$ cat src/mag_irq_pkg.sv
// constants and carrier types for the magnetometer threshold/overflow logic
//
// How it works
// - per-axis high status set above limit
// - pin asserts on raw above limit times sixteen
// - high enables active low, reset disabled
// - overflow saturates axis to most negative code
// - shared overflow flag at status bit six
// - overflow drives pin only when enabled
// - 8-bit registers spanning 0x40 through 0x71
// - reserved bits of enable and pin config take writes (masks 0xFF), read back as stored
// - reserved reads may leave data output undriven
// - registers 0x40 to 0x4A are read-only
// - latched holds until status read; else remeasure
// - pin driven only when pin enable set
// - status updates with new field data
// - pin polarity follows polarity bit, default high
package mag_irq_pkg;

  // ---------------------------------------------------------------
  // register space
  // ---------------------------------------------------------------
  localparam logic [7:0] SPACE_FIRST = 8'h40;
  localparam logic [7:0] SPACE_LAST = 8'h71;
  localparam logic [7:0] RO_LAST = 8'h4A;
  localparam logic [7:0] ADDR_AXIS_ONE_LSB = 8'h42;
  localparam logic [7:0] ADDR_AXIS_ONE_MSB = 8'h43;
  localparam logic [7:0] ADDR_AXIS_TWO_LSB = 8'h44;
  localparam logic [7:0] ADDR_AXIS_TWO_MSB = 8'h45;
  localparam logic [7:0] ADDR_AXIS_THREE_LSB = 8'h46;
  localparam logic [7:0] ADDR_AXIS_THREE_MSB = 8'h47;
  localparam logic [7:0] ADDR_READY_STATUS = 8'h48;
  localparam logic [7:0] ADDR_IRQ_STATUS_FLAGS = 8'h4A;
  localparam logic [7:0] ADDR_IRQ_ENABLE_BITS = 8'h4D;
  localparam logic [7:0] ADDR_PIN_CONFIG = 8'h4E;
  localparam logic [7:0] ADDR_LOWER_LIMIT_LEVEL = 8'h4F;
  localparam logic [7:0] ADDR_UPPER_LIMIT_LEVEL = 8'h50;

  // ---------------------------------------------------------------
  // reset values and writable masks
  // ---------------------------------------------------------------
  localparam logic [7:0] RST_IRQ_STATUS = 8'h00;
  localparam logic [7:0] RST_IRQ_ENABLE = 8'h3F;
  localparam logic [7:0] RST_PIN_CONFIG = 8'h07;
  localparam logic [7:0] RST_LIMIT = 8'h00;
  localparam logic [7:0] MASK_IRQ_ENABLE = 8'hFF;
  localparam logic [7:0] MASK_PIN_CONFIG = 8'hFF;

  // ---------------------------------------------------------------
  // field positions
  // ---------------------------------------------------------------
  localparam int BIT_HIGH_FIRST = 3;
  localparam int BIT_OVERFLOW = 6;
  localparam int BIT_PIN_ENABLE = 6;
  localparam int BIT_LATCH = 1;
  localparam int BIT_POLARITY = 0;
  localparam int NUM_AXES = 3;

  // ---------------------------------------------------------------
  // data widths, saturation codes, limit scaling
  // ---------------------------------------------------------------
  localparam int HORIZ_WIDTH = 13;
  localparam int VERT_WIDTH = 15;
  localparam int LIMIT_SHIFT = 4;
  localparam logic signed [VERT_WIDTH-1:0] SAT_HORIZ = -15'sd4096;
  localparam logic signed [VERT_WIDTH-1:0] SAT_VERT = -15'sd16384;

  // one finished measurement from the conversion engine
  typedef struct packed {
    logic valid;
    logic [NUM_AXES-1:0] overflow;
    logic signed [HORIZ_WIDTH-1:0] field_value_axis_one;
    logic signed [HORIZ_WIDTH-1:0] field_value_axis_two;
    logic signed [VERT_WIDTH-1:0] field_value_axis_three;
  } meas_sample_t;

  // register access from the serial interface front end
  typedef struct packed {
    logic wr;
    logic rd;
    logic [7:0] addr;
    logic [7:0] wdata;
  } reg_req_t;

endpackage
$ cat src/mag_axis_eval.sv
// one axis: overflow saturation and comparison with the scaled upper limit
`timescale 1ns/10ps
`default_nettype none
module mag_axis_eval
  import mag_irq_pkg::*;
#(
  parameter logic signed [VERT_WIDTH-1:0] SAT_CODE = SAT_HORIZ
) (
  input wire logic signed [VERT_WIDTH-1:0] raw, // sign-extended raw value
  input wire logic overflow, // axis overflowed this sample
  input wire logic [7:0] limit, // upper limit level
  output logic signed [VERT_WIDTH-1:0] value, // value to store
  output logic above // raw strictly above limit times 16, and the axis not overflowed
);

  // ---------------------------------------------------------------
  // saturation and compare
  // ---------------------------------------------------------------
  wire logic signed [VERT_WIDTH-1:0] scaled_limit;

  // limit times 16 never exceeds 4080 and is zero-extended, so it is never negative here
  assign scaled_limit = $signed({{(VERT_WIDTH-8-LIMIT_SHIFT){1'b0}},
                                 limit, {LIMIT_SHIFT{1'b0}}});
  assign value = overflow ? SAT_CODE : raw;
  assign above = !overflow && (raw > scaled_limit);

endmodule
`default_nettype wire

$ cat src/mag_irq_ctrl.sv
// magnetometer high-threshold and overflow interrupt with its registers
`timescale 1ns/10ps
`default_nettype none
module mag_irq_ctrl
  import mag_irq_pkg::*;
(
  input wire logic sys_clk, // 100 MHz system clock
  input wire logic rst, // asynchronous reset, active high
  input wire meas_sample_t sample, // finished measurement
  input wire reg_req_t req, // register access request
  output logic [7:0] reg_rdata, // read data, one cycle after rd
  output logic reg_rvalid, // read data valid pulse
  output logic reg_rdrive, // read data output enable
  output logic irq_out, // interrupt pin level
  output logic irq_oe // interrupt pin output enable
);

  // ---------------------------------------------------------------
  // stored state
  // ---------------------------------------------------------------
  logic signed [VERT_WIDTH-1:0] axis_value [NUM_AXES];
  logic [7:0] irq_status_flags;
  logic [7:0] irq_enable_bits;
  logic [7:0] pin_config;
  logic [7:0] lower_limit_level;
  logic [7:0] upper_limit_level;
  logic ready_status;

  // ---------------------------------------------------------------
  // per-axis evaluation
  // ---------------------------------------------------------------
  wire logic signed [VERT_WIDTH-1:0] axis_raw [NUM_AXES];
  wire logic signed [VERT_WIDTH-1:0] axis_next [NUM_AXES];
  wire logic [NUM_AXES-1:0] axis_above;
  wire logic [NUM_AXES-1:0] high_enabled;

  // horizontal axes are narrower, sign-extend to a common width
  assign axis_raw[0] = VERT_WIDTH'(sample.field_value_axis_one);
  assign axis_raw[1] = VERT_WIDTH'(sample.field_value_axis_two);
  assign axis_raw[2] = sample.field_value_axis_three;

  assign high_enabled = ~irq_enable_bits[BIT_HIGH_FIRST +: NUM_AXES];

  genvar g;
  generate
    for (g = 0; g < NUM_AXES; g++) begin : g_axis
      mag_axis_eval #(
        .SAT_CODE((g == NUM_AXES - 1) ? SAT_VERT : SAT_HORIZ)
      ) u_eval (
        .raw(axis_raw[g]),
        .overflow(sample.overflow[g]),
        .limit(upper_limit_level),
        .value(axis_next[g]),
        .above(axis_above[g])
      );

      // field data registers load with each new sample
      always_ff @(posedge sys_clk or posedge rst) begin
        if (rst) begin
          axis_value[g] <= '0;
        end else if (sample.valid) begin
          axis_value[g] <= axis_next[g];
        end
      end
    end
  endgenerate

  // ---------------------------------------------------------------
  // register decode
  // ---------------------------------------------------------------
  wire logic in_space;
  wire logic writable;
  wire logic wr_enable;
  wire logic wr_pin_config;
  wire logic wr_lower;
  wire logic wr_upper;
  wire logic rd_status;
  wire logic rd_axis_three_msb;
  wire logic latched;

  // only the common 8-bit space is decoded
  assign in_space = (req.addr >= SPACE_FIRST) && (req.addr <= SPACE_LAST);
  assign writable = in_space && (req.addr > RO_LAST);
  assign wr_enable = req.wr && writable &&
                     (req.addr == ADDR_IRQ_ENABLE_BITS);
  assign wr_pin_config = req.wr && writable &&
                         (req.addr == ADDR_PIN_CONFIG);
  assign wr_lower = req.wr && writable &&
                    (req.addr == ADDR_LOWER_LIMIT_LEVEL);
  assign wr_upper = req.wr && writable &&
                    (req.addr == ADDR_UPPER_LIMIT_LEVEL);
  assign rd_status = req.rd && (req.addr == ADDR_IRQ_STATUS_FLAGS);
  assign rd_axis_three_msb = req.rd && (req.addr == ADDR_AXIS_THREE_MSB);
  assign latched = pin_config[BIT_LATCH];

  // ---------------------------------------------------------------
  // configuration registers
  // ---------------------------------------------------------------
  // enables reset to all high axes disabled, overflow off
  always_ff @(posedge sys_clk or posedge rst) begin
    if (rst) begin
      irq_enable_bits <= RST_IRQ_ENABLE;
    end else if (wr_enable) begin
      irq_enable_bits <= req.wdata & MASK_IRQ_ENABLE;
    end
  end

  // pin enable and polarity live here
  always_ff @(posedge sys_clk or posedge rst) begin
    if (rst) begin
      pin_config <= RST_PIN_CONFIG;
    end else if (wr_pin_config) begin
      pin_config <= req.wdata & MASK_PIN_CONFIG;
    end
  end

  // limit levels; the lower one is only stored for its own engine
  always_ff @(posedge sys_clk or posedge rst) begin
    if (rst) begin
      lower_limit_level <= RST_LIMIT;
      upper_limit_level <= RST_LIMIT;
    end else begin
      if (wr_lower) begin
        lower_limit_level <= req.wdata;
      end
      if (wr_upper) begin
        upper_limit_level <= req.wdata;
      end
    end
  end

  // ---------------------------------------------------------------
  // interrupt status
  // ---------------------------------------------------------------
  wire logic [NUM_AXES-1:0] high_event;
  wire logic overflow_event;
  logic [7:0] sample_flags;
  wire logic [7:0] kept_flags;
  wire logic [7:0] next_status;

  // per-axis high event, gated by its enable
  assign high_event = axis_above & high_enabled;
  assign overflow_event = |sample.overflow;
  // flags placed bit by bit, so no shifted one-bit value is widened
  always_comb begin
    sample_flags = 8'h00;
    sample_flags[BIT_OVERFLOW] = overflow_event;
    sample_flags[BIT_HIGH_FIRST +: NUM_AXES] = high_event;
  end
  // latched keeps old flags unless a status read clears them
  assign kept_flags = (latched && !rd_status) ? irq_status_flags : 8'h00;
  // new flags land only with a new sample; set beats read-clear
  assign next_status = sample.valid ? (kept_flags | sample_flags) :
                       ((latched && rd_status) ? 8'h00 : irq_status_flags);

  always_ff @(posedge sys_clk or posedge rst) begin
    if (rst) begin
      irq_status_flags <= RST_IRQ_STATUS;
    end else begin
      irq_status_flags <= next_status;
    end
  end

  // data ready status: set by a sample, cleared once the last
  // data byte has been read, unless a new sample arrives then
  always_ff @(posedge sys_clk or posedge rst) begin
    if (rst) begin
      ready_status <= 1'b0;
    end else if (sample.valid) begin
      ready_status <= 1'b1;
    end else if (rd_axis_three_msb) begin
      ready_status <= 1'b0;
    end
  end

  // ---------------------------------------------------------------
  // interrupt pin
  // ---------------------------------------------------------------
  wire logic irq_active;
  wire logic next_irq_out;

  // any enabled axis above the scaled limit
  // overflow reaches the pin only through its enable
  assign irq_active =
    (|irq_status_flags[BIT_HIGH_FIRST +: NUM_AXES]) ||
    (irq_status_flags[BIT_OVERFLOW] && irq_enable_bits[BIT_OVERFLOW]);
  assign next_irq_out = pin_config[BIT_POLARITY] ? irq_active : !irq_active;

  // pin follows the flags one cycle later; a status read therefore
  // releases it on the edge after the flags clear
  always_ff @(posedge sys_clk or posedge rst) begin
    if (rst) begin
      irq_out <= 1'b0;
      irq_oe <= 1'b0;
    end else begin
      irq_out <= next_irq_out;
      irq_oe <= pin_config[BIT_PIN_ENABLE];
    end
  end

  // ---------------------------------------------------------------
  // read path
  // ---------------------------------------------------------------
  logic [7:0] read_mux;
  logic read_known;

  // reserved registers read back as zero; unused enable and pin bits read back as stored
  always_comb begin
    read_mux = 8'h00;
    read_known = 1'b1;
    unique case (req.addr)
      ADDR_AXIS_ONE_LSB: read_mux = {axis_value[0][4:0], 3'b000};
      ADDR_AXIS_ONE_MSB: read_mux = axis_value[0][12:5];
      ADDR_AXIS_TWO_LSB: read_mux = {axis_value[1][4:0], 3'b000};
      ADDR_AXIS_TWO_MSB: read_mux = axis_value[1][12:5];
      ADDR_AXIS_THREE_LSB: read_mux = {axis_value[2][6:0], 1'b0};
      ADDR_AXIS_THREE_MSB: read_mux = axis_value[2][14:7];
      ADDR_READY_STATUS: read_mux = {7'h00, ready_status};
      ADDR_IRQ_STATUS_FLAGS: read_mux = irq_status_flags;
      ADDR_IRQ_ENABLE_BITS: read_mux = irq_enable_bits;
      ADDR_PIN_CONFIG: read_mux = pin_config;
      ADDR_LOWER_LIMIT_LEVEL: read_mux = lower_limit_level;
      ADDR_UPPER_LIMIT_LEVEL: read_mux = upper_limit_level;
      default: read_known = 1'b0;
    endcase
  end

  // host identifies an overflowed axis from saturated data
  // read answer one cycle after the request
  always_ff @(posedge sys_clk or posedge rst) begin
    if (rst) begin
      reg_rdata <= 8'h00;
      reg_rvalid <= 1'b0;
      reg_rdrive <= 1'b0;
    end else begin
      reg_rdata <= req.rd ? read_mux : 8'h00;
      reg_rvalid <= req.rd;
      // reserved reads leave the data line undriven
      reg_rdrive <= req.rd && in_space && read_known;
    end
  end

endmodule
`default_nettype wire

$ cat config.mk
export PLATFORM = sky130hd
export DESIGN_NAME = mag_irq_ctrl
export DESIGN_NICKNAME = d
export VERILOG_FILES = /design/src/mag_irq_pkg.sv /design/src/mag_axis_eval.sv /design/src/mag_irq_ctrl.sv
export SDC_FILE = /design/constraint.sdc
export NUM_CORES = 1
export LEC_CHECK = 0
export BUFFER_PORTS_ARGS = -buffer_cell sky130_fd_sc_hd__buf_4
export CORE_MARGIN = 3
export CORE_UTILIZATION = 35
export CTS_CLUSTER_SIZE = 30
export DETAILED_ROUTE_END_ITERATION = 16
export GPL_TIMING_DRIVEN = 0
export MAX_ROUTING_LAYER = met4
export SLEW_MARGIN = 25
export SYNTH_ARGS = -nofsm -noshare
export SYNTH_HDL_FRONTEND = slang
export SYNTH_SLANG_ARGS = --single-unit
export TNS_END_PERCENT = 20
$ cat constraint.sdc
create_clock -name sys_clk -period 3.1 [get_ports sys_clk]
set_input_delay 0.31 -clock sys_clk [delete_from_list [all_inputs] [get_ports sys_clk]]
set_output_delay 0.31 -clock sys_clk [all_outputs]
set_load 0.01 [all_outputs]
---- Yosys cells after proc, flatten, opt, wreduce, memory -nomap -nowiden ----
Index checks and enable logic that the tools add are counted.
storage, ports and cells
  register bits after elaboration ......... 94
  bits in latches ......................... 0
  RAM bits ................................ 0
  memory bits (read-only) ................. 0
  input port bits ......................... 65
  output and inout bits ................... 12
  word-level logic and storage cells ...... 75
  memories kept ........................... 0
cells by class
  $add $sub $neg .......................... 0
  $mul .................................... 0
  divide/modulo/power cells ............... 0
  order comparisons ....................... 6
  equality and inequality tests ........... 12
  shifts and indexed selects .............. 0
  multiplexer cells ....................... 12
  bitwise logic cells ..................... 3
  reductions and logical operators ........ 28
operators with widths
  cell                                                                number
  equality test 8 x 7 -> 1 bit (second input constant)                12
  one-hot mux 8 bit (12 select lines)                                 1
  2-to-1 mux 8 bit                                                    4
  > comparator 13 bit                                                 2
  2-to-1 mux 13 bit                                                   2
  logical AND 1 bit                                                   17
  > comparator 15 x 13 -> 1 bit                                       1
  2-to-1 mux 15 bit                                                   1
  OR reduction 12 bit                                                 1
  greater-or-equal comparator 8 x 7 -> 1 bit (second input constant)  1
  > comparator 8 x 7 -> 1 bit (second input constant)                 1
  <= comparator 8 x 7 -> 1 bit (second input constant)                1
  OR 8 x 7 -> 8 bit                                                   1
  OR reduction 3 bit                                                  2
  logical NOT 1 bit                                                   5
  2-to-1 mux 1 bit                                                    4
  nonzero test 2 bit                                                  2
  AND 3 bit                                                           1
  NOT 3 bit                                                           1
  logical OR 1 bit                                                    1

---- Longest topological paths before layout ----
Gate-level depths: netlist (run 1).
  depth after elaboration ................. 7
  mapped depth ............................ 7

---- Hierarchy ----
From an unflattened synthesis (run 1), not the netlist that was laid out.
unflattened totals
  cells, all modules ...................... 468
  area, all modules ....................... 5142.4 um2
modules (own cells, without submodules)
  module                             instances  cells each  area an instance (um2)  seq. area each (um2)
  mag_irq_ctrl                       1          325         4145.2                  2263.4
  mag_axis_eval at g_axis[0].u_eval  1          47          340.3                   0.0
  mag_axis_eval at g_axis[2].u_eval  1          47          332.8                   0.0
  mag_axis_eval at g_axis[1].u_eval  1          49          324.1                   0.0

---- Least setup slack after synthesis (run 1) ----
Ideal clock, no wire load.
  path type ............................... input to register
  start ................................... input req[9] (netlist name)
  end ..................................... register upper_limit_level[0]
  arrival time ............................ 1764 ps
  required time ........................... 2972 ps
  setup slack ............................. 1209 ps
  stages .................................. 5
  path buffers ............................ 1
  path through ............................ buf_2 > or3_4 > nor3_4 > nand4_4 > mux2_1
between the ends
  word-level cells in the longest chain between the ends .. 5
  elaborated cells on any way between the ends .. 8
  those cells by class .................... 3 x order compare; 1 x eq/ne; 4 x reduce/logical
ends and longest elaborated chain
  element                                                                                     line                 source
  start: declaration                                                                          mag_irq_ctrl.sv:10   input wire reg_req_t req,
  greater-or-equal comparator 8 x 7 -> 1 bit or <= comparator 8 x 7 -> 1 bit (tied branches)  mag_irq_ctrl.sv:82   assign in_space = (req.addr >= SPACE_FIRST) && (req.addr <= SPACE_LAST);
  logical AND 1 bit                                                                           mag_irq_ctrl.sv:82
  logical AND 1 bit                                                                           mag_irq_ctrl.sv:83   assign writable = in_space && (req.addr > RO_LAST);
  logical AND 1 bit                                                                           mag_irq_ctrl.sv:90   assign wr_upper = req.wr && writable &&
  logical AND 1 bit *                                                                         mag_irq_ctrl.sv:90
  end signal: assignment                                                                      mag_irq_ctrl.sv:127  upper_limit_level <= req.wdata;
  end: declaration                                                                            mag_irq_ctrl.sv:26   logic [7:0] upper_limit_level;
Mark *: on every way between the ends. The rest lies on a longest branch, timed or not.
A chain may end at the register's enable or synchronous reset.

---- Worst setup path after layout (run 1) ----
  start ................................... register upper_limit_level[2]
  end ..................................... register irq_status_flags[4]
between the ends
  word-level cells in the longest chain between the ends .. 5
ends and longest elaborated chain
  element                 line                 source
  > comparator 13 bit     mag_axis_eval.sv:25  assign above = !overflow && (raw > scaled_limit);
  logical AND 1 bit       mag_axis_eval.sv:25
  AND 3 bit               mag_irq_ctrl.sv:142  assign high_event = axis_above & high_enabled;
  OR 8 x 7 -> 8 bit       mag_irq_ctrl.sv:153  assign next_status = sample.valid ? (kept_flags | sample_flags) :
  2-to-1 mux 8 bit        mag_irq_ctrl.sv:153
  end signal: assignment  mag_irq_ctrl.sv:160  irq_status_flags <= next_status;
  end: declaration        mag_irq_ctrl.sv:22   logic [7:0] irq_status_flags;
Every way passes these cells.

==> impl_metrics.json, run 1 <==
{
  "status": "complete, no violations",
  "drv_cap": 0,
  "cp.required_ns": 3.33,
  "cts_tree": "built",
  "routed_wl_mm": 14.2,
  "yosysWarnings": 0,
  "n_antenna_cell": 0,
  "path_max_fanout": 3,
  "hpwl_mm": 10.6,
  "instances_no_fill": 723,
  "synth_fp_nets": 548,
  "finalInstanceArea_um2": 5830,
  "setup_viol": 0,
  "min_period_ns": 2.08,
  "synthesis.area_um2": 4720,
  "reg2regPathDepth": 7,
  "reg2reg_slack_ns": 1.02,
  "postRouteAntennaNets": 0,
  "finalPower_mw": 2.71,
  "dp_cells": 706,
  "p_seq_share_pct": 46.6,
  "yosysSeqAreaShare_pct": 47.9,
  "drive_gt1_share_pct": 25.0,
  "min_from": "req[16]",
  "start_util_pct": 36.5,
  "utilization_pct": 45.1,
  "grt.total_usage_pct": 20.8,
  "grt_overflow": 0,
  "p_sw_mw": 0.666,
  "crit_type": "reg2reg",
  "whs_ns": 0.106,
  "drcViolationCount": 0,
  "rsz0062_at_grt": "no",
  "min_path_cells": 1,
  "grt_pass1_wl_mm": 22.6,
  "antenna_found_initial": 0,
  "p_int_mw": 2.04,
  "worst_setup_hold_path_clk_slew_ns": 0.06,
  "slew_viol_final": 0,
  "worstSkewPairLatency_ns": 0.35,
  "hold_viol": 0,
  "htreeDepth": 3,
  "ir_worst_vdd_mv": 0.305,
  "fin_ws_ns": 1.02,
  "row_count": 41,
  "synth_ff_type": "dfrtp_1",
  "cp-end-kind": "register",
  "cp-start-kind": "register",
  "synth_edf_count": 0,
  "reg2reg_to": "irq_status_flags[4]",
  "async_reset_ff_share_pct": 100,
  "yosysTopAreaCellShare_pct": 42.9,
  "drt-initial-drc-count": 329,
  "fin_skew_ns": 0.00837,
  "synth_most_common_cell": "dfrtp_1",
  "clockPowerShare_pct": 41.4,
  "clk_path_buf_depth": 2,
  "dieArea_um2": 14900,
  "power_density_nw_per_um2": 464,
  "postSynthAreaPerCell_um2": 10.3,
  "synthCells": 459,
  "area_growth_pct": 23.6,
  "cp.arrival_ns": 2.31,
  "yosys.area.top_type": "dfrtp_1",
  "maxSlewHeadroom_pct": 32.4,
  "fin_tns_setup_ns": 0,
  "vias": 3893,
  "nNetsFinal": 635,
  "synth_area_leaders": "dfrtp_1 (43%), ha_1 (6.4%), mux2_2 (5.7%), dfstp_2 (5.0%), o21ai_0 (4.6%)",
  "tightest_slew_ns": 0.989,
  "routabilityCongestion": 0.907,
  "core-area_um2": 12900,
  "pre_cts_ws_ns": 0.671,
  "pwr-share-comb_pct": 12.0,
  "viasPerCell": 5.38,
  "clkSinkCount": 90,
  "period_share_pct": 67.1,
  "postPlaceCellArea_um2": 5530,
  "grt_max_degree": 70,
  "die_h_um": 122,
  "first_global_vias": 3990,
  "synthTopCellsByCount": "dfrtp_1 (81), nand2_1 (52), inv_1 (51)",
  "min_to": "reg_rvalid",
  "p_sw_share_pct": 24.6,
  "fmax_mhz": 480,
  "fillers": 1287,
  "cts_setup_buffers": 0,
  "leakagePower_nw": 2.68,
  "min_path_type": "in2reg",
  "numPortBuffers": 74,
  "clk_root_buffer_cell": "clkbuf_16",
  "dr.pass1.iters": 6,
  "synth_cell_types": 53,
  "dieWidth_um": 122,
  "io_pins": 77,
  "cts_buffers": 9,
  "wire_per_inst_um": 19.6,
  "synth_seq_cells": 90,
  "r2r_start": "upper_limit_level[2]"
}
## repair_timing
action                     CTS  global route
hold buffers                 1             0
setup endpoints to repair    0             0
resized for setup            0             0
hold endpoints to repair    17             0
## cell usage in the layout (no fill, tap or decap), types with 3 or more instances in the layout
master	netlist	layout
a31oi_1	9	9
mux4_2	5	5
nand3_1	10	10
ha_1	24	24
o21ai_0	43	43
a21o_1	9	9
nand3b_1	4	4
dfstp_2	9	9
mux2_2	24	24
nor2b_1	7	7
clkbuf_16	0	9
mux2i_1	9	9
dfrtp_1	81	81
a222oi_1	3	3
buf_2	3	3
a32oi_1	3	3
a21oi_1	15	15
clkbuf_1	13	16
nand2_1	52	52
buf_1	4	4
buf_4	0	74
inv_1	51	50
mux2_1	8	8
and2_1	3	3
nor2_1	21	21
a22o_1	4	4
a32o_1	4	4
a211oi_1	3	3
o22ai_1	3	3
## sequential cells by signal, summed over array words and instances (netlist names)
| signal | flops |
|---|---|
| axis_value | 41 |
| irq_enable_bits | 8 |
| irq_oe | 1 |
| irq_out | 1 |
| irq_status_flags | 4 |
| lower_limit_level | 8 |
| pin_config | 8 |
| ready_status | 1 |
| reg_rdata | 8 |
| reg_rdrive | 1 |
| reg_rvalid | 1 |
| upper_limit_level | 8 |
## critical path, cell delays in order, from the launching register on
cell	delay, ns
dfrtp_1	0.42
inv_1	0.17
ha_1	0.28
a21o_1	0.19
a21o_1	0.17
a211oi_1	0.35
o21ai_0	0.17
a22o_1	0.22
## layer usage
layer  track usage [%]  routed length, um  vias to the layer above  part of all wire, %
met3              2.92                801                       19                  5.7
met5                 -                  0                        -                    0
met2              30.2               6380                      156                   45
met4              7.63                267                        0                  1.9
met1              29.6               6730                     1921                   47
li1                  -                  -                     1797                    -
## worst max path at each step
| stage | from | to | slack, ns | cells past startpoint |
|---|---|---|---|---|
| 6_report | upper_limit_level[2] | irq_status_flags[4] | 1.02 | 7 |
| 5_1_grt | req[8] | reg_rdata[7] | 0.82 | 5 |
| 4_1_cts | req[8] | reg_rdata[7] | 1.04 | 5 |
| 3_5_place_dp | req[8] | reg_rdata[4] | 0.67 | 5 |
| 3_3_place_gp | rst | lower_limit_level[7] | -0.57 | 2 |
| 2_1_floorplan | rst | axis_value[0] | 0.47 | 1 |
## final cells by class
cell class / instances / area, um^2 / area share (%)
inverters: 51 / 196 / 3.37
clock buffers: 14 / 264 / 4.52
flip-flops and latches: 90 / 2260 / 38.8
repair buffers: 76 / 593 / 10.2
clock inverters: 2 / 35.0 / 0.600
plain buffers: 20 / 78.8 / 1.35
multi-input cells: 298 / 2190 / 37.5
well taps: 172 / 215 / 3.69
## power groups by stage
stage / registers, mW / logic [mW] / clock network (mW)
5_1_grt: 1.27 / 0.364 / 1.20
3_3_place_gp: 1.28 / 0.309 / 0
3_5_place_dp: 1.28 / 0.322 / 0
6_report: 1.26 / 0.325 / 1.12
2_1_floorplan: 1.27 / 0.166 / 0
4_1_cts: 1.26 / 0.324 / 1.14
## logic make-up after synthesis
group	synth area share, %
XOR/XNOR	0.186
AO/OA/AOI/OAI	14.8
buffers and inverters	5.72
AND/OR/NAND/NOR	13.1
multiplexers	11.9
adder cells (fa/ha/maj)	6.36
flip-flops	47.9
Power figures use the tool's default switching activity.
==> run 2: changes to the inputs <==
==> constraint.sdc (replaced) <==
create_clock -name sys_clk -period 1.65 [get_ports sys_clk]
set_input_delay 0.165 -clock sys_clk [delete_from_list [all_inputs] [get_ports sys_clk]]
set_output_delay 0.165 -clock sys_clk [all_outputs]
set_load 0.01 [all_outputs]
==> run 2 against run 1 <==
Compared with the run above:
- the flow now finishes with violations (negative setup slack)
- critical path depth unchanged
- design area up 2.9%
- sequential power up 88%
- combinational power up 98%
- total power up 84%
- sequential share of layout area down 1.1 points
- utilization up 1.3 points
- via count down 1.0%
- non-clock buffer count up 6
==> impl_metrics.json, run 2 (synthesis results as in run 1) <==
{
  "maxSlewHeadroom_pct": 27.8,
  "nNetsFinal": 641,
  "violations": "negative setup slack",
  "power_density_nw_per_um2": 830,
  "cp.required_ns": 1.89,
  "die_h_um": 122,
  "regMostFlops": "axis_value",
  "core-area_um2": 12900,
  "drcViolationCount": 0,
  "dieWidth_um": 122,
  "cp-end-kind": "register",
  "whs_ns": 0.0190,
  "fin_skew_ns": 0.0119,
  "largest_reg_flops": 41,
  "tightest_slew_ns": 1.06,
  "pre_cts_ws_ns": -0.642,
  "reg2reg_to": "irq_status_flags[4]",
  "p_seq_share_pct": 47.5,
  "hpwl_mm": 10.9,
  "min_to": "axis_value[32]",
  "fin_ws_ns": -0.0800,
  "pwr-share-comb_pct": 12.9,
  "first_global_vias": 4014,
  "cp.arrival_ns": 1.97,
  "min_from": "sample[30]",
  "grt_pass1_wl_mm": 22.3,
  "htreeDepth": 3,
  "cp-start-kind": "register",
  "slew_viol_final": 0,
  "layout_common_cells": "dfrtp_1 (81), buf_4 (79), nand2_1 (52)",
  "postRouteAntennaNets": 0,
  "cts_buffers": 9,
  "drv_cap": 0,
  "io_pins": 77,
  "grt.total_usage_pct": 20.7,
  "leakagePower_nw": 2.74,
  "p_int_mw": 3.64,
  "period_share_pct": 105,
  "wire_per_inst_um": 19.4,
  "vias": 3853,
  "clkSinkCount": 90,
  "p_sw_share_pct": 26.9,
  "path_max_fanout": 3,
  "fmax_mhz": 578,
  "row_count": 41,
  "r2r_start": "upper_limit_level[2]",
  "worstSkewPairLatency_ns": 0.35,
  "routabilityCongestion": 0.911,
  "antenna_found_initial": 0,
  "n_antenna_cell": 0,
  "cts_tree": "built",
  "setup_viol": 4,
  "dr.pass1.iters": 8,
  "rsz0062_at_grt": "yes",
  "fin_tns_setup_ns": -0.168,
  "drt-initial-drc-count": 324,
  "drive_gt1_share_pct": 29.3,
  "grt_overflow": 0,
  "min_path_type": "in2reg",
  "worst_setup_hold_path_clk_slew_ns": 0.07,
  "reg2reg_slack_ns": -0.08,
  "min_path_cells": 3,
  "p_sw_mw": 1.34,
  "area_growth_pct": 27.2,
  "finalPower_mw": 4.99,
  "ir_worst_vdd_mv": 0.579,
  "crit_type": "reg2reg",
  "final_common_cell": "dfrtp_1",
  "clk_root_buffer_cell": "clkbuf_16",
  "status": "complete, but fails checks",
  "reg2regPathDepth": 7,
  "start_util_pct": 36.5,
  "clockPowerShare_pct": 39.6,
  "dieArea_um2": 14900,
  "routed_wl_mm": 14.2,
  "min_period_ns": 1.73,
  "numPortBuffers": 74,
  "grt_max_degree": 28,
  "viasPerCell": 5.29,
  "hold_viol": 0,
  "clk_path_buf_depth": 2
}
run 2: cell types whose count changed in the layout (fill, tap and decap cells not counted), sizes merged, moves of 2 or more:
cell           delta
clkinv            +3
buf               +4
clkbuf            -6
inv               +2
clkdlybuf4s15     +2
run 2: worst max-delay path by stage:
stage	start	end	slack, ns	depth (start not counted)
2_1_floorplan	req[9]	upper_limit_level[0]	-0.1	5
3_3_place_gp	req[8]	reg_rdata[3]	-0.63	5
3_5_place_dp	req[8]	reg_rdata[1]	-0.64	5
5_1_grt	upper_limit_level[2]	irq_status_flags[3]	-0.14	7
6_report	upper_limit_level[2]	irq_status_flags[4]	-0.08	7
4_1_cts	upper_limit_level[2]	irq_status_flags[4]	-0.08	7
run 2: final cells by class:
class | instances | area [um^2]
clock inverters | 7 | 61.3
fillers | 1245 | 6920
multi-input cells | 298 | 2280
well taps | 172 | 215
flip-flops and latches | 90 | 2260
clock buffers | 9 | 225
plain buffers | 18 | 87.6
inverters | 51 | 195
repair buffers | 84 | 681
run 2: metal layers:
layer / track usage (%) / routed length (um) / vias up
li1: - / - / 1806
met1: 28.0 / 6450 / 1902
met2: 31.6 / 6590 / 131
met3: 4.60 / 918 / 14
met4: 5.32 / 221 / 0
met5: - / 0 / -
run 2: what timing repair did:
action | CTS | global route
endpoints found under the hold margin | 19 | 0
buffers inserted | 5 | 0
cloned | 0 | 0
hold buffers | 2 | 0
gates resized for setup | 18 | 6
endpoints found under the setup margin | 44 | 24
pin swaps | 5 | 7
run 2: worst max-delay path: stages (launching register included):
cell	delay, ns
dfrtp_1	0.40
inv_2	0.13
ha_4	0.22
a21o_1	0.15
a21o_1	0.16
a211oi_2	0.27
o21ai_1	0.12
a22o_1	0.18
run 2: power by group through the flow:
stage                     clock network, mW  logic, mW  registers (mW)
after global placement                    0      0.582            2.41
after global routing                   2.15      0.714            2.38
after CTS                              2.03      0.636            2.37
after detailed placement                  0      0.614            2.41
after floorplan                           0      0.313            2.39
final                                  1.97      0.642            2.37
run 2: stage by stage:
step	utilization [%]	cells	area, um^2
floorplan	-	459	4730
global placement	42.5	705	5500
detailed placement	43.0	708	5560
CTS	46.2	729	5970
global route	46.5	729	6010
finish	46.5	729	6010
==> run 3: changes to the inputs <==
--- a/config.mk
+++ b/config.mk
@@ -5,7 +5,7 @@
 export SDC_FILE = /design/constraint.sdc
 export NUM_CORES = 1
 export LEC_CHECK = 0
-export BUFFER_PORTS_ARGS = -buffer_cell sky130_fd_sc_hd__buf_4
+export BUFFER_PORTS_ARGS = -buffer_cell sky130_fd_sc_hd__buf_2
 export CORE_MARGIN = 3
 export CORE_UTILIZATION = 35
 export CTS_CLUSTER_SIZE = 30
==> run 3 against run 2 <==
Compared with the run above:
- the run still ends with negative setup slack left
- total power up 4.3%
- routed wire length down 2.4%
- cell count unchanged
- die area unchanged
- non-clock buffer count unchanged
- clock-buffer cell count up 5
- via count up 1.3%
- worst setup slack better by 0.018 ns
- clock power up 13%
- register-to-register slack better by 0.02 ns
- critical path type unchanged
- highest routed layer unchanged
==> impl_metrics.json, run 3 (synthesis results as in run 1) <==
{
  "min_path_type": "in2reg",
  "fillers": 1249,
  "instances_no_fill": 729,
  "drt-initial-drc-count": 364,
  "pwr-share-comb_pct": 11.5,
  "clkSinkCount": 90,
  "maxSlewHeadroom_pct": 33.4,
  "slew_viol_final": 0,
  "min_period_ns": 1.71,
  "period_share_pct": 104,
  "core-area_um2": 12900,
  "routabilityCongestion": 0.887,
  "clk_path_buf_depth": 2,
  "postRouteAntennaNets": 0,
  "regMostFlops": "axis_value",
  "largest_reg_flops": 41,
  "cts_buffers": 9,
  "status": "complete, but fails checks",
  "grt.total_usage_pct": 20.2,
  "first_global_vias": 4051,
  "crit_type": "reg2reg",
  "p_sw_share_pct": 23.7,
  "worstSkewPairLatency_ns": 0.34,
  "violations": "negative setup slack",
  "cp.arrival_ns": 1.95,
  "numPortBuffers": 74,
  "htreeDepth": 3,
  "hold_viol": 0,
  "seq_area_um2": 2260,
  "drv_cap": 0,
  "leakagePower_nw": 2.70,
  "vias": 3905,
  "fmax_mhz": 584,
  "dieArea_um2": 14900,
  "ir_worst_vdd_mv": 0.430,
  "reg2regPathDepth": 7,
  "multi_input_area_um2": 2290,
  "nNetsFinal": 641,
  "hpwl_mm": 10.6,
  "power_density_nw_per_um2": 887,
  "rsz0062_at_grt": "yes",
  "worst_setup_hold_path_clk_slew_ns": 0.06,
  "grt_overflow": 0,
  "fin_ws_ns": -0.0622,
  "row_count": 41,
  "setup_viol": 3,
  "clockPowerShare_pct": 43.0,
  "layout_common_cells": "dfrtp_1 (81), buf_2 (76), nand2_1 (52)",
  "routed_wl_mm": 13.8,
  "dp_cells": 708,
  "min_path_cells": 3,
  "start_util_pct": 36.5,
  "drcViolationCount": 0,
  "drive_gt1_share_pct": 28.9,
  "path_max_fanout": 3,
  "p_sw_mw": 1.23,
  "area_growth_pct": 24.2,
  "final_common_cell": "dfrtp_1",
  "antenna_found_initial": 0,
  "wire_per_inst_um": 19.0,
  "die_h_um": 122,
  "fin_skew_ns": 0.00290,
  "grt_pass1_wl_mm": 22.0,
  "tightest_slew_ns": 0.973,
  "whs_ns": 0.0465,
  "clk_root_buffer_cell": "clkbuf_16",
  "cp-end-kind": "register",
  "cp-start-kind": "register",
  "p_seq_share_pct": 45.6,
  "n_antenna_cell": 0,
  "io_pins": 77,
  "dieWidth_um": 122,
  "viasPerCell": 5.36,
  "grt_max_degree": 27,
  "cts_tree": "built",
  "cp.required_ns": 1.88,
  "p_int_mw": 3.96,
  "dr.pass1.iters": 5
}
run 3: layout make-up:
cell class	count	area share (%)
Timing Repair Buffer	83	8.19
Sequential cell	90	38.6
Multi-Input combinational cell	298	39.1
Clock inverter	2	1.02
Buffer	19	1.62
Tap cell	172	3.67
Clock buffer	14	4.50
Inverter	51	3.33
run 3: power groups by stage:
stage	logic, mW	clock network [mW]	registers (mW)
2_1_floorplan	0.313	0	2.39
3_5_place_dp	0.562	0	2.41
3_3_place_gp	0.535	0	2.41
4_1_cts	0.589	2.26	2.37
6_report	0.595	2.23	2.37
5_1_grt	0.665	2.38	2.38
run 3: what timing repair did:
action | in CTS | in global routing
setup buffers | 4 | 0
pin swaps | 7 | 6
gates resized for setup | 20 | 8
endpoints found under the hold margin | 15 | 0
hold buffers | 2 | 0
setup endpoints to repair | 45 | 19
run 3: worst paths after layout:
path / startpoint / endpoint / slack, ns
worst max-delay path: upper_limit_level[2] / irq_status_flags[4] / -0.06
worst min-delay path: sample[28] / axis_value[30] / 0.05
worst max register to register: upper_limit_level[2] / irq_status_flags[4] / -0.06
worst min register to register: pin_config[6] / irq_oe / 0.42
max in group asynchronous: rst / irq_enable_bits[4] / 0.34
min in group asynchronous: rst / axis_value[9] / 0.38
run 3: metrics by stage:
stage          worst slack, ns  util (%)  area, um^2  setup TNS [ns]  total power, mW
2_1_floorplan          -0.0964         -        4730           -1.17             2.70
3_3_place_gp            -0.616      41.1        5310          -34.50             2.94
3_5_place_dp            -0.588      41.6        5370          -23.47             2.97
4_1_cts                -0.0947      45.1        5830          -0.134             5.22
5_1_grt                 -0.134      45.4        5860          -0.358             5.42
6_report               -0.0622      45.4        5860          -0.139             5.20
run 3: layer usage:
metal  up-vias  wire length (um)  global-route usage, %
met5         -                 0                      -
met1      1914              6250                   28.5
met4         0               320                   7.56
li1       1809                 -                      -
met3        21               930                   2.60
met2       161              6330                   29.9
run 3: worst max-delay path: stages (launching register included):
cell      delay, ns
dfrtp_1        0.41
inv_2          0.13
ha_4           0.22
a21o_1         0.15
a21o_1         0.16
a211oi_2       0.24
o21ai_1        0.11
a22o_1         0.18
